### src/smic_pkg.sv
// smic_pkg: constants for the switch memory init control block
// assumes one 125 MHz clock that also stands in for the reference clock
package smic_pkg;
  localparam int CM_DEPTH = 256;
  localparam int TS_DEPTH = 256;
  localparam int CM_RESET_CYCLES = 256;
  localparam int TS_RESET_CYCLES = 1035;
  // 2.5 reference cycles rounded down, never below one
  localparam int SINGLE_ACC_TENTHS = 25;
  localparam int SINGLE_ACC_CYCLES = (SINGLE_ACC_TENTHS / 10 < 1) ? 1 : SINGLE_ACC_TENTHS / 10;
  localparam int NORMAL_ACC_CYCLES = 8;
  localparam logic [3:0] CMD_CM_RESET = 4'h7;
  localparam logic [7:0] CMD_TS_RESET = 8'h68;
  localparam logic [3:0] CODE_UNASSIGNED = 4'h0;
  localparam logic [3:0] CODE_CI_COMPARE = 4'h8;
  localparam logic [3:0] CODE_ARB_EVEN = 4'hA;
  localparam logic [3:0] CODE_ARB_ODD = 4'hB;
  localparam logic [3:0] TS_HIGHZ = 4'h0;
  localparam logic [3:0] TS_DRIVE = 4'hF;
  localparam logic [1:0] OMS_CM_RESET = 2'h0;
  localparam logic [1:0] OMS_CM_INIT = 2'h2;
  localparam logic [1:0] OMS_NORMAL = 2'h3;
  localparam logic [1:0] CLK_MODE_ARB = 2'h3;
  typedef enum logic [1:0] {
    SMIC_IDLE = 2'b00,
    SMIC_CM_CLR = 2'b01,
    SMIC_TS_CLR = 2'b10,
    SMIC_SINGLE = 2'b11
  } smic_state_t;
endpackage : smic_pkg

### src/smic_core.sv
// smic_core: memory access command interpreter, tristate gating, hdlc set-up gating
// assumes host writes arrive synchronous to clk as one-cycle strobes
`timescale 1ns/100ps
// Function
// reset leaves memory contents unchanged
// reset command writes unassigned code everywhere
// host keeps mode zero during memory reset
// memory reset takes 256 cycles, busy set
// host polls busy before next command
// host programs last two slots per channel
// even slot monitor, odd slot signaling variants
// host uses codes A/B for arbiter downstream
// upstream arbiter accepts any preprocessed code
// code 8 compares received value to data
// init mode single access within 2.5 cycles
// tristate zero floats, fifteen drives slot
// tristate reset fills field, 1035 cycles
// standby zero floats every pcm driver
// host writes hdlc mode register first
// host loads address registers per mode
// host writes config two before one
// power-down stops clocks and interrupts
// host resets transmitter and receiver after power-up
// host writes blocking pattern in even data
// host activates blocked subscribers with 1100
// clock mode 3 uses arbiter, pin optional
// destination or broadcast group steers output
// receiver reset clears idle-abort interrupt; an idle-abort event in the same cycle outside power-down sets it instead
// command low nibble picks stored channel code
module smic_core #(
  parameter int ADDR_W = 8,
  parameter int SUBS = 8
) (
  input wire logic clk,
  input wire logic reset_n,
  input wire logic [7:0] memory_data_reg,
  input wire logic [7:0] memory_location_reg,
  input wire logic [7:0] memory_command_reg,
  input wire logic memory_command_wr,
  input wire logic [1:0] operation_mode_select,
  input wire logic pcm_output_standby,
  input wire logic [ADDR_W-1:0] pcm_slot,
  input wire logic [7:0] pcm_slot_data,
  output logic pcm_out_data,
  output logic pcm_out_oe,
  input wire logic [ADDR_W-1:0] cfi_slot,
  input wire logic [3:0] cfi_rx_ci,
  output logic ci_mismatch,
  output logic arb_slot,
  output logic [3:0] cfi_slot_code,
  output logic [7:0] cfi_slot_data,
  output logic memory_access_busy_flag,
  input wire logic power_down,
  input wire logic [1:0] clock_mode,
  input wire logic transmit_pin_enable,
  input wire logic hdlc_tx_bit,
  input wire logic [2:0] transmit_destination_reg,
  input wire logic broadcast_bit,
  input wire logic [SUBS-1:0] broadcast_group_regs,
  output logic [SUBS-1:0] sub_tx_select,
  output logic transmit_pin_data,
  input wire logic idle_abort_event,
  input wire logic receiver_reset_cmd,
  output logic hdlc_irq
);
  // memories carry no reset so their contents survive a hardware reset
  logic [3:0] cm_code [smic_pkg::CM_DEPTH];
  logic [7:0] cm_data [smic_pkg::CM_DEPTH];
  logic [3:0] ts_field [smic_pkg::TS_DEPTH];

  smic_pkg::smic_state_t state_q, state_d;
  logic [10:0] cnt_q, cnt_d;
  logic [7:0] addr_q, addr_d;
  logic [7:0] wdata_q, wdata_d;
  logic [3:0] wcode_q, wcode_d;
  logic busy_q, busy_d;
  logic ida_q, ida_d;
  logic [3:0] rd_code_q;
  logic [7:0] rd_data_q;
  logic ts_q, pcm_data_q;

  always_comb begin
    state_d = state_q;
    cnt_d = cnt_q;
    addr_d = addr_q;
    wdata_d = wdata_q;
    wcode_d = wcode_q;
    busy_d = busy_q;
    case (state_q)
      smic_pkg::SMIC_IDLE: begin
        if (memory_command_wr) begin
          addr_d = memory_location_reg;
          wdata_d = memory_data_reg;
          wcode_d = memory_command_reg[3:0];
          busy_d = 1'b1;
          if (memory_command_reg == smic_pkg::CMD_TS_RESET
              && operation_mode_select == smic_pkg::OMS_NORMAL) begin
            state_d = smic_pkg::SMIC_TS_CLR;
            cnt_d = 11'(smic_pkg::TS_RESET_CYCLES - 1);
            addr_d = 8'h00;
          end else if (memory_command_reg[7:4] == smic_pkg::CMD_CM_RESET
              && operation_mode_select == smic_pkg::OMS_CM_RESET) begin
            state_d = smic_pkg::SMIC_CM_CLR;
            cnt_d = 11'(smic_pkg::CM_RESET_CYCLES - 1);
            addr_d = 8'h00;
          end else begin
            state_d = smic_pkg::SMIC_SINGLE;
            cnt_d = (operation_mode_select == smic_pkg::OMS_CM_INIT) ?
              11'(smic_pkg::SINGLE_ACC_CYCLES - 1) :
              11'(smic_pkg::NORMAL_ACC_CYCLES - 1);
          end
        end
      end
      smic_pkg::SMIC_CM_CLR, smic_pkg::SMIC_TS_CLR, smic_pkg::SMIC_SINGLE: begin
        addr_d = (state_q == smic_pkg::SMIC_SINGLE) ? addr_q : addr_q + 8'h01;
        if (cnt_q == 11'h000) begin
          state_d = smic_pkg::SMIC_IDLE;
          busy_d = 1'b0;
        end else begin
          cnt_d = cnt_q - 11'h001;
        end
      end
      default: state_d = smic_pkg::SMIC_IDLE;
    endcase
  end

  always_ff @(posedge clk or negedge reset_n) begin
    if (!reset_n) begin
      state_q <= smic_pkg::SMIC_IDLE;
      cnt_q <= 11'h000;
      addr_q <= 8'h00;
      wdata_q <= 8'h00;
      wcode_q <= 4'h0;
      busy_q <= 1'b0;
    end else begin
      state_q <= state_d;
      cnt_q <= cnt_d;
      addr_q <= addr_d;
      wdata_q <= wdata_d;
      wcode_q <= wcode_d;
      busy_q <= busy_d;
    end
  end

  // memory writes; the tristate sweep runs longer than the field and simply wraps
  always_ff @(posedge clk) begin
    if (state_q == smic_pkg::SMIC_CM_CLR) begin
      cm_code[addr_q] <= smic_pkg::CODE_UNASSIGNED;
      cm_data[addr_q] <= wdata_q;
    end
    if (state_q == smic_pkg::SMIC_SINGLE && cnt_q == 11'h000) begin
      cm_code[addr_q] <= wcode_q;
      cm_data[addr_q] <= wdata_q;
    end
    if (state_q == smic_pkg::SMIC_TS_CLR) begin
      ts_field[addr_q] <= wdata_q[3:0];
    end
    rd_code_q <= cm_code[cfi_slot];
    rd_data_q <= cm_data[cfi_slot];
    ts_q <= (ts_field[pcm_slot] == smic_pkg::TS_DRIVE);
    pcm_data_q <= pcm_slot_data[7];
  end

  assign memory_access_busy_flag = busy_q;
  assign cfi_slot_code = rd_code_q;
  assign cfi_slot_data = rd_data_q;
  // even slot code 8 holds the expected command/indicate value in data bits 5..2
  assign ci_mismatch = (rd_code_q == smic_pkg::CODE_CI_COMPARE) &&
    (cfi_rx_ci != rd_data_q[5:2]);
  assign arb_slot = (rd_code_q == smic_pkg::CODE_ARB_EVEN) ||
    (rd_code_q == smic_pkg::CODE_ARB_ODD) || (rd_code_q[3] && cfi_slot[7]);
  assign pcm_out_oe = pcm_output_standby && ts_q;
  assign pcm_out_data = pcm_data_q;

  // hdlc side: destination decode, pin mirror, idle-abort flag
  always_comb begin
    sub_tx_select = '0;
    if (!power_down && clock_mode == smic_pkg::CLK_MODE_ARB) begin
      if (broadcast_bit) sub_tx_select = broadcast_group_regs;
      else sub_tx_select[transmit_destination_reg] = 1'b1;
    end
    ida_d = ida_q;
    if (receiver_reset_cmd) ida_d = 1'b0;
    if (idle_abort_event && !power_down) ida_d = 1'b1;
  end

  always_ff @(posedge clk or negedge reset_n) begin
    if (!reset_n) begin
      ida_q <= 1'b0;
      transmit_pin_data <= 1'b1;
    end else begin
      ida_q <= ida_d;
      if (!power_down) begin
        transmit_pin_data <= (clock_mode == smic_pkg::CLK_MODE_ARB && !transmit_pin_enable) ?
          1'b1 : hdlc_tx_bit;
      end
    end
  end

  assign hdlc_irq = ida_q && !power_down;

  // sweep length watch for the tristate reset; too long for a delay range
  logic [10:0] ts_run_q, ts_run_d;
  always_comb begin
    ts_run_d = (state_q == smic_pkg::SMIC_TS_CLR) ? ts_run_q + 11'h001 : 11'h000;
  end
  always_ff @(posedge clk or negedge reset_n) begin
    if (!reset_n) begin
      ts_run_q <= 11'h000;
    end else begin
      ts_run_q <= ts_run_d;
    end
  end
endmodule : smic_core

### config.mk
export PLATFORM = sky130hd
export DESIGN_NAME = smic_core
export DESIGN_NICKNAME = d
export VERILOG_FILES = /design/src/smic_pkg.sv /design/src/smic_core.sv
export SDC_FILE = /design/constraint.sdc
export NUM_CORES = 2
export LEC_CHECK = 0
export BUFFER_PORTS_ARGS = -buffer_cell sky130_fd_sc_hd__buf_2
export CORE_ASPECT_RATIO = 0.6
export CORE_MARGIN = 5
export CORE_UTILIZATION = 32
export CTS_CLUSTER_DIAMETER = 30
export DETAILED_ROUTE_END_ITERATION = 6
export PLACE_DENSITY_LB_ADDON = 0.05
export SLEW_MARGIN = 0
export SYNTH_ARGS = -nofsm -noshare
export SYNTH_HDL_FRONTEND = slang
export SYNTH_SLANG_ARGS = --single-unit
### constraint.sdc
create_clock -name clk -period 8.04 [get_ports clk]
set_input_delay 1.608 -clock clk [delete_from_list [all_inputs] [get_ports clk]]
set_output_delay 1.608 -clock clk [all_outputs]
set_load 0.01 [all_outputs]
== Yosys cells after proc, flatten, opt, wreduce, memory -nomap -nowiden ==
Memory sizes are Yosys's and may differ from the RTL's. A register that Yosys moved wholly into a read port is not among the register bits.
Cells that the tools add are included.
Word-level totals
  bits in registers: 38
  memory bits (writable): 4096
  input port bits: 77
  output and inout bits: 27
  word-level logic and storage cells: 94
  memories kept: 3
Memory list
  cm_data: words 256, bits a word 8, rd ports 1, clocked after Yosys merged registers in 1, write ports 1, RTL line smic_core.sv:68  | logic [7:0] cm_data [smic_pkg::CM_DEPTH];
  cm_code: words 256, bits a word 4, rd ports 1, clocked after Yosys merged registers in 1, write ports 1, RTL line smic_core.sv:67  | logic [3:0] cm_code [smic_pkg::CM_DEPTH];
  ts_field: words 256, bits a word 4, rd ports 1, clocked after Yosys merged registers in 0, write ports 1, RTL line smic_core.sv:69  | logic [3:0] ts_field [smic_pkg::TS_DEPTH];
Cells by class
  add/subtract/negate cells: 2
  $lt $le $gt $ge: 2
  equal/unequal tests: 17
  mux-type cells: 34
  bitwise logic cells: 2
  reduce and logical (&&, ||, !) cells: 24
Operator list (count)
  2-to-1 mux 8 bit: 8
  2-to-1 mux 11 bit: 3
  one-hot mux 11 bit (2 select lines): 1
  equality test 4 bit, second input constant: 4
  one-hot mux 8 bit (2 select lines): 1
  2-to-1 mux 1 bit: 12
  logical AND 1 bit: 11
  logical NOT 11 bit: 1
  subtractor 11 x 1 -> 11 bit, second input constant: 1
  equality test 2 bit, second input constant: 5
  adder 8 x 1 -> 8 bit, second input constant: 1
  equality test 8 x 7 -> 1 bit, second input constant: 1
  2-to-1 mux 2 bit: 4
  inequality test 2 bit, second input constant: 4
  AND reduction 2 bit: 4
  equality test 4 x 3 -> 1 bit, second input constant: 1
  logical NOT 2 bit: 2
  < comparator 3 x 4 -> 1 bit, second input constant: 1
  2-to-1 mux 4 bit: 1
  inequality test 4 bit: 1
  one-hot mux 2 bit (2 select lines): 1
  demux 1 bit (select 3 bit): 1
  greater-or-equal comparator 3 x 1 -> 1 bit, second input constant: 1
  2-to-1 mux 3 bit: 1
  7 further kinds: 10

== Logic depth before layout (Yosys ltp) ==
  word-level depth: 6
  depth in mapped cells: 11
  mapped depth without buffers: 8

== Worst setup path after synthesis ==
No wires, ideal clock.
  kind: reg-to-reg
  start point: register wdata_q[0]
  end point: memory cm_data[0][0] (data pin)
  setup time: 1404 ps
  arrival time: 6064 ps
  data required time: 6636 ps
  slack: 571 ps
  cell stages (with the launch flop): 1
  buffers on the path: 0
  clock period less this slack: 7469 ps
  cell sequence: dfrtp_1
On the way
  longest elaborated chain between the ends: 1
RTL lines
  start: declaration: RTL line smic_core.sv:74  | logic [7:0] wdata_q, wdata_d;
  start signal: assignment: RTL line smic_core.sv:139  | wdata_q <= wdata_d;
  2-to-1 mux 8 bit (no line)
  end: declaration: RTL line smic_core.sv:68
Every way passes these cells.

== Worst setup path after layout ==
  start point: register cnt_q[7]
  end point: memory cm_code[254][2] (enable)
On the way
  longest elaborated chain between the ends: 5
RTL lines
  start: declaration: RTL line smic_core.sv:72  | logic [10:0] cnt_q, cnt_d;
  start signal: assignment: RTL line smic_core.sv:137  | cnt_q <= cnt_d;
  logical NOT 11 bit: RTL line smic_core.sv:151  | if (state_q == smic_pkg::SMIC_SINGLE && cnt_q == 11'h000) begin
  logical AND 1 bit: RTL line smic_core.sv:151
  2-to-1 mux 1 bit: RTL line smic_core.sv:151
  2-to-1 mux 1 bit (not written as such): RTL line smic_core.sv:152  | cm_code[addr_q] <= wcode_q;
  bitwise OR 1 bit (no line)
  end: declaration: RTL line smic_core.sv:67
Every way passes these cells.

==> summary.md <==
| Metric | Value |
|---|---|
| Outcome | complete, no violations |
| Total gr overflow | 0 |
| Synth-to-Final Area Change | 22.2% |
| CTS tree | yes |
| Count of cell types in the netlist | 62 |
| Worst Skew | about 0.05 ns |
| Syn_area_per_cell | 22.4 µm² |
| Clk slew on worst S/H paths | roughly 0.050 ns |
| DR vias/cell | roughly 5.1 |
| Fraction of synthesized area in multiplexers | roughly 16% |
| Critical-path top delay cell | nor2_1 |
| CTS H-tree lvls | 6 |
| Leading post-synthesis cells by cell area | edfxtp_1 78%, mux4_2 16%, nor2_1 1.3% |
| Final #Nets | a little under 8000 |
| Max stage delay on crit path | 1.12 ns |
| Final min period | approximately 4.6 ns |
| Core ar. | roughly 490000 µm² |
| Via Count | roughly 76000 |
| Power per Cell Area | between 200 and 300 nW/µm² |
| HPWL Detailed | around 280000 µm |
| CP arrival | approximately 5.2 ns |
| Crit path launch type | register |
| Root Driver | clkbuf_16 |
| CTS sink cnt | 4146 |
| Post-synth EDFFs | 4096 |
| Worst Max-Slew Pin Slew | between 1 and 1.5 ns |
| Simple-gate share of the synthesized area | around 3% |
| Post-synth top area share | between 70% and 80% |
| Post-CTS Setup Inserts | 0 |
| Fraction of layout cells with a size suffix above 1 | about a third |
| Reg2reg end | cm_code[254][2] |
| Longest Clk Path Bufs | 4 |
| Largest net degree at the start of global routing | 162 |
| RSZ-0062 raised after global routing | false |
| Initial antenna violation count | 73 |
| Part of the cycle the worst path needs | a little under three fifths |
| Cell Area, Synth | approximately 160000 µm² |
| Die height | ~550 µm |
| CTS Buf Count | 708 |
| Routed wire length | between 400000 and 500000 µm |
| Post-Place Setup Slack | ~2.4 ns |
| R2r setup slk | 3.46 ns |
| Synth warnings | 0 |
| Crit path required time | 8.70 ns |
| Buf/Inv on CP | 1 |
| IO Port Bufs | between 90 and 100 |
| Delay-heaviest family, CP | simple AND/OR/NAND/NOR gates |
| Largest family of logic cells by synthesized area | multiplexers |
| Max cap viols | 0 |
| Syn Inst Count | about 7000 |
| Critical path depth in cells | 7 |
| Drt pass-1 iters | 5 |
| Seq/Total Area, Yosys | between 70 and 80% |
| Initial cell density of the core | between 30% and 40% |
| CP Cell Sequence | nor4_1, nand4b_1, nand2_1, and2_1, nand3_2, buf_4, nor2_1 |
| Setup TNS Final | 0 ns |
| Number of hold buffers added after cts | 0 |
| Routability cong. | between 0.7 and 0.8 |
| DRC Markers | 0 |
| Crit-path max FO | 17 |
| Compound-Gate Fraction of Synth Area | 1.07% |
| Iter 0 DRT Violations | about 7400 |
| Kind of critical path | reg -> reg |
| Min-Delay Path Class | reg -> reg |
| Die area | 507000 µm² |
| Main synth FF type | edfxtp_1 |
| Hold path depth | 2 |
| Worst-Skew Late Latency | between 1 and 1.5 ns |
| Cts repair resizes | 0 |
| Synth area leader | edfxtp_1 |
| Worst R2R Start | cnt_q[7] |
| F_max | 218 MHz |
| XOR/XNOR Fraction of Synth Area | 0.0334% |
| Cell Rows | 199 |
| Vias in the first global route | approximately 78000 |
| Total track usage | around 18% |
| Final ANT Viol Nets | 0 |
| R2r worst-path depth | 7 |
| LEAKAGE | roughly 50 nW |
| Setup crit end kind | register |
| Final hold vios | 0 |
| Final setup fails | 0 |
| #FFs+latches synth | 4146 |
| Syn nets | 7115 |
| Min-delay src | wcode_q[0] |
| Pwr Total | 0.0549 W |
| Max-slew headroom | around a tenth |
| VDD IR max | around 230 µV |
| Wire per inst | roughly 31 µm |
| Die width | just over 900 µm |
| PnR worst setup slack | approximately 3.5 ns |
| First-pass GRT wire length | approximately 650000 µm |
| Max-slew violation count | 0 |
| Hold Path End | wcode_q[0] |
| Async S/R FF share, synth | 0.868% |
| Adder and majority cell fraction of the synthesized area | less than 1% |
| Io pins | approximately 100 |
per-stage QoR:
step,cells,hold WS (ns),area [µm²],utilization [%]
after detailed placement,13600,0.472,168000,34.3
after global placement,13600,0.470,168000,34.3
final,15000,0.482,193000,39.3
after global routing,15000,0.512,192000,39.3
after CTS,14900,0.484,192000,39.3
after floorplan,7032,0.437,157000,-
tightest hold or removal path, cell delays in order (launching register included):
cell	delay, ns
dfrtp_1	0.34
nand2_1	0.05
nand2_1	0.06
registers in the layout, indices dropped and copies added, names as in the netlist, 2 cells and up:
signal,count
cfi_slot_data,8
wcode_q,4
cnt_q,11
addr_q,8
cm_data,2048
state_q,2
ts_field,1024
cfi_slot_code,4
wdata_q,8
cm_code,1024
cells in the final DEF, fill, tap and decap left out, drive strengths merged, types with 5 or more instances in the layout:
cell | Yosys | layout
edfxtp | 4096 | 4096
mux4 | 1104 | 1104
clkbuf | 242 | 783
nor2 | 558 | 558
buf | 148 | 456
clkinv | 2 | 263
nand2 | 210 | 210
nand3 | 115 | 115
inv | 13 | 107
nand4 | 98 | 98
bufinv | 0 | 94
o21ai | 87 | 87
clkinvlp | 0 | 87
a21oi | 41 | 41
a22oi | 36 | 36
dfrtp | 35 | 35
mux2i | 29 | 29
diode | 0 | 23
o22ai | 20 | 20
nor2b | 19 | 19
o211ai | 17 | 17
dfxtp | 14 | 14
nor3 | 13 | 13
and2 | 13 | 13
o221ai | 10 | 10
nor4 | 8 | 8
and3 | 8 | 8
nand4b | 7 | 7
nand2b | 7 | 7
o22a | 7 | 7
a31oi | 6 | 6
ha | 6 | 6
a32oi | 5 | 5
worst max-delay path by stage:
stage                     start          endpoint  slack [ns]
global placement    cfi_slot[0]  cfi_slot_data[0]        2.44
finish                 cnt_q[7]   cm_code[254][2]        3.46
detailed placement  cfi_slot[0]  cfi_slot_data[0]        2.43
floorplan            wdata_q[0]     cm_data[0][0]        0.57
CTS                    cnt_q[7]   cm_code[254][2]        3.47
global route           cnt_q[7]   cm_data[254][4]        3.23
synth_stat cells, types with 5 or more instances:
master,number
nand2_1,210
dfxtp_1,14
o221ai_1,10
nand4b_1,7
o22a_1,7
a31oi_1,6
edfxtp_1,4096
ha_1,6
a22oi_1,36
nor4_1,8
nand3_1,115
nand4_1,98
a32oi_1,5
nand2b_1,7
nor2_1,558
clkbuf_1,242
o22ai_1,20
buf_2,86
and2_1,13
nor3_1,13
buf_1,56
a21oi_1,41
and3_1,8
o21ai_0,87
o211ai_1,17
nor2b_1,19
mux2i_1,29
buf_4,5
mux4_2,1104
dfrtp_1,35
inv_1,13
logic make-up (layout without fill, tap and decap cells):
group | count (synthesis) | in the layout
fa+ha+maj | 6 | 6
xor+xnor | 6 | 6
buf+inv | 405 | 1790
other cells | 0 | 23
compound gates | 263 | 263
mux | 1137 | 1137
flops | 4146 | 4146
simple gates | 1069 | 1069
report_power, final:
| part | internal, W | switching [W] |
|---|---|---|
| Clock | 0.0195 | 0.0111 |
| Sequential | 0.0234 | 0.0000101 |
| Combinational | 0.000312 | 0.000526 |
| Total | 0.0432 | 0.0116 |
layer usage:
layer  vias to the layer above  track usage [%]  routed length, µm
met5                         -                0                 76
met4                        14             3.91               8980
met3                       667             5.18              38300
met2                      2470             24.7             192000
met1                     41700             28.6             229000
li1                      31600                -                  -
layout make-up:
class / instances / area, µm²
well taps: 6532 / 8170
clock buffers: 783 / 18100
multi-input cells: 2481 / 32000
clock inverters: 536 / 6270
diodes: 23 / 57.6
inverters: 15 / 56.3
flip-flops and latches: 4146 / 124000
repair buffers: 456 / 3640
fillers: 43500 / 298000
No activity file was read; power rests on OpenSTA's default activity.
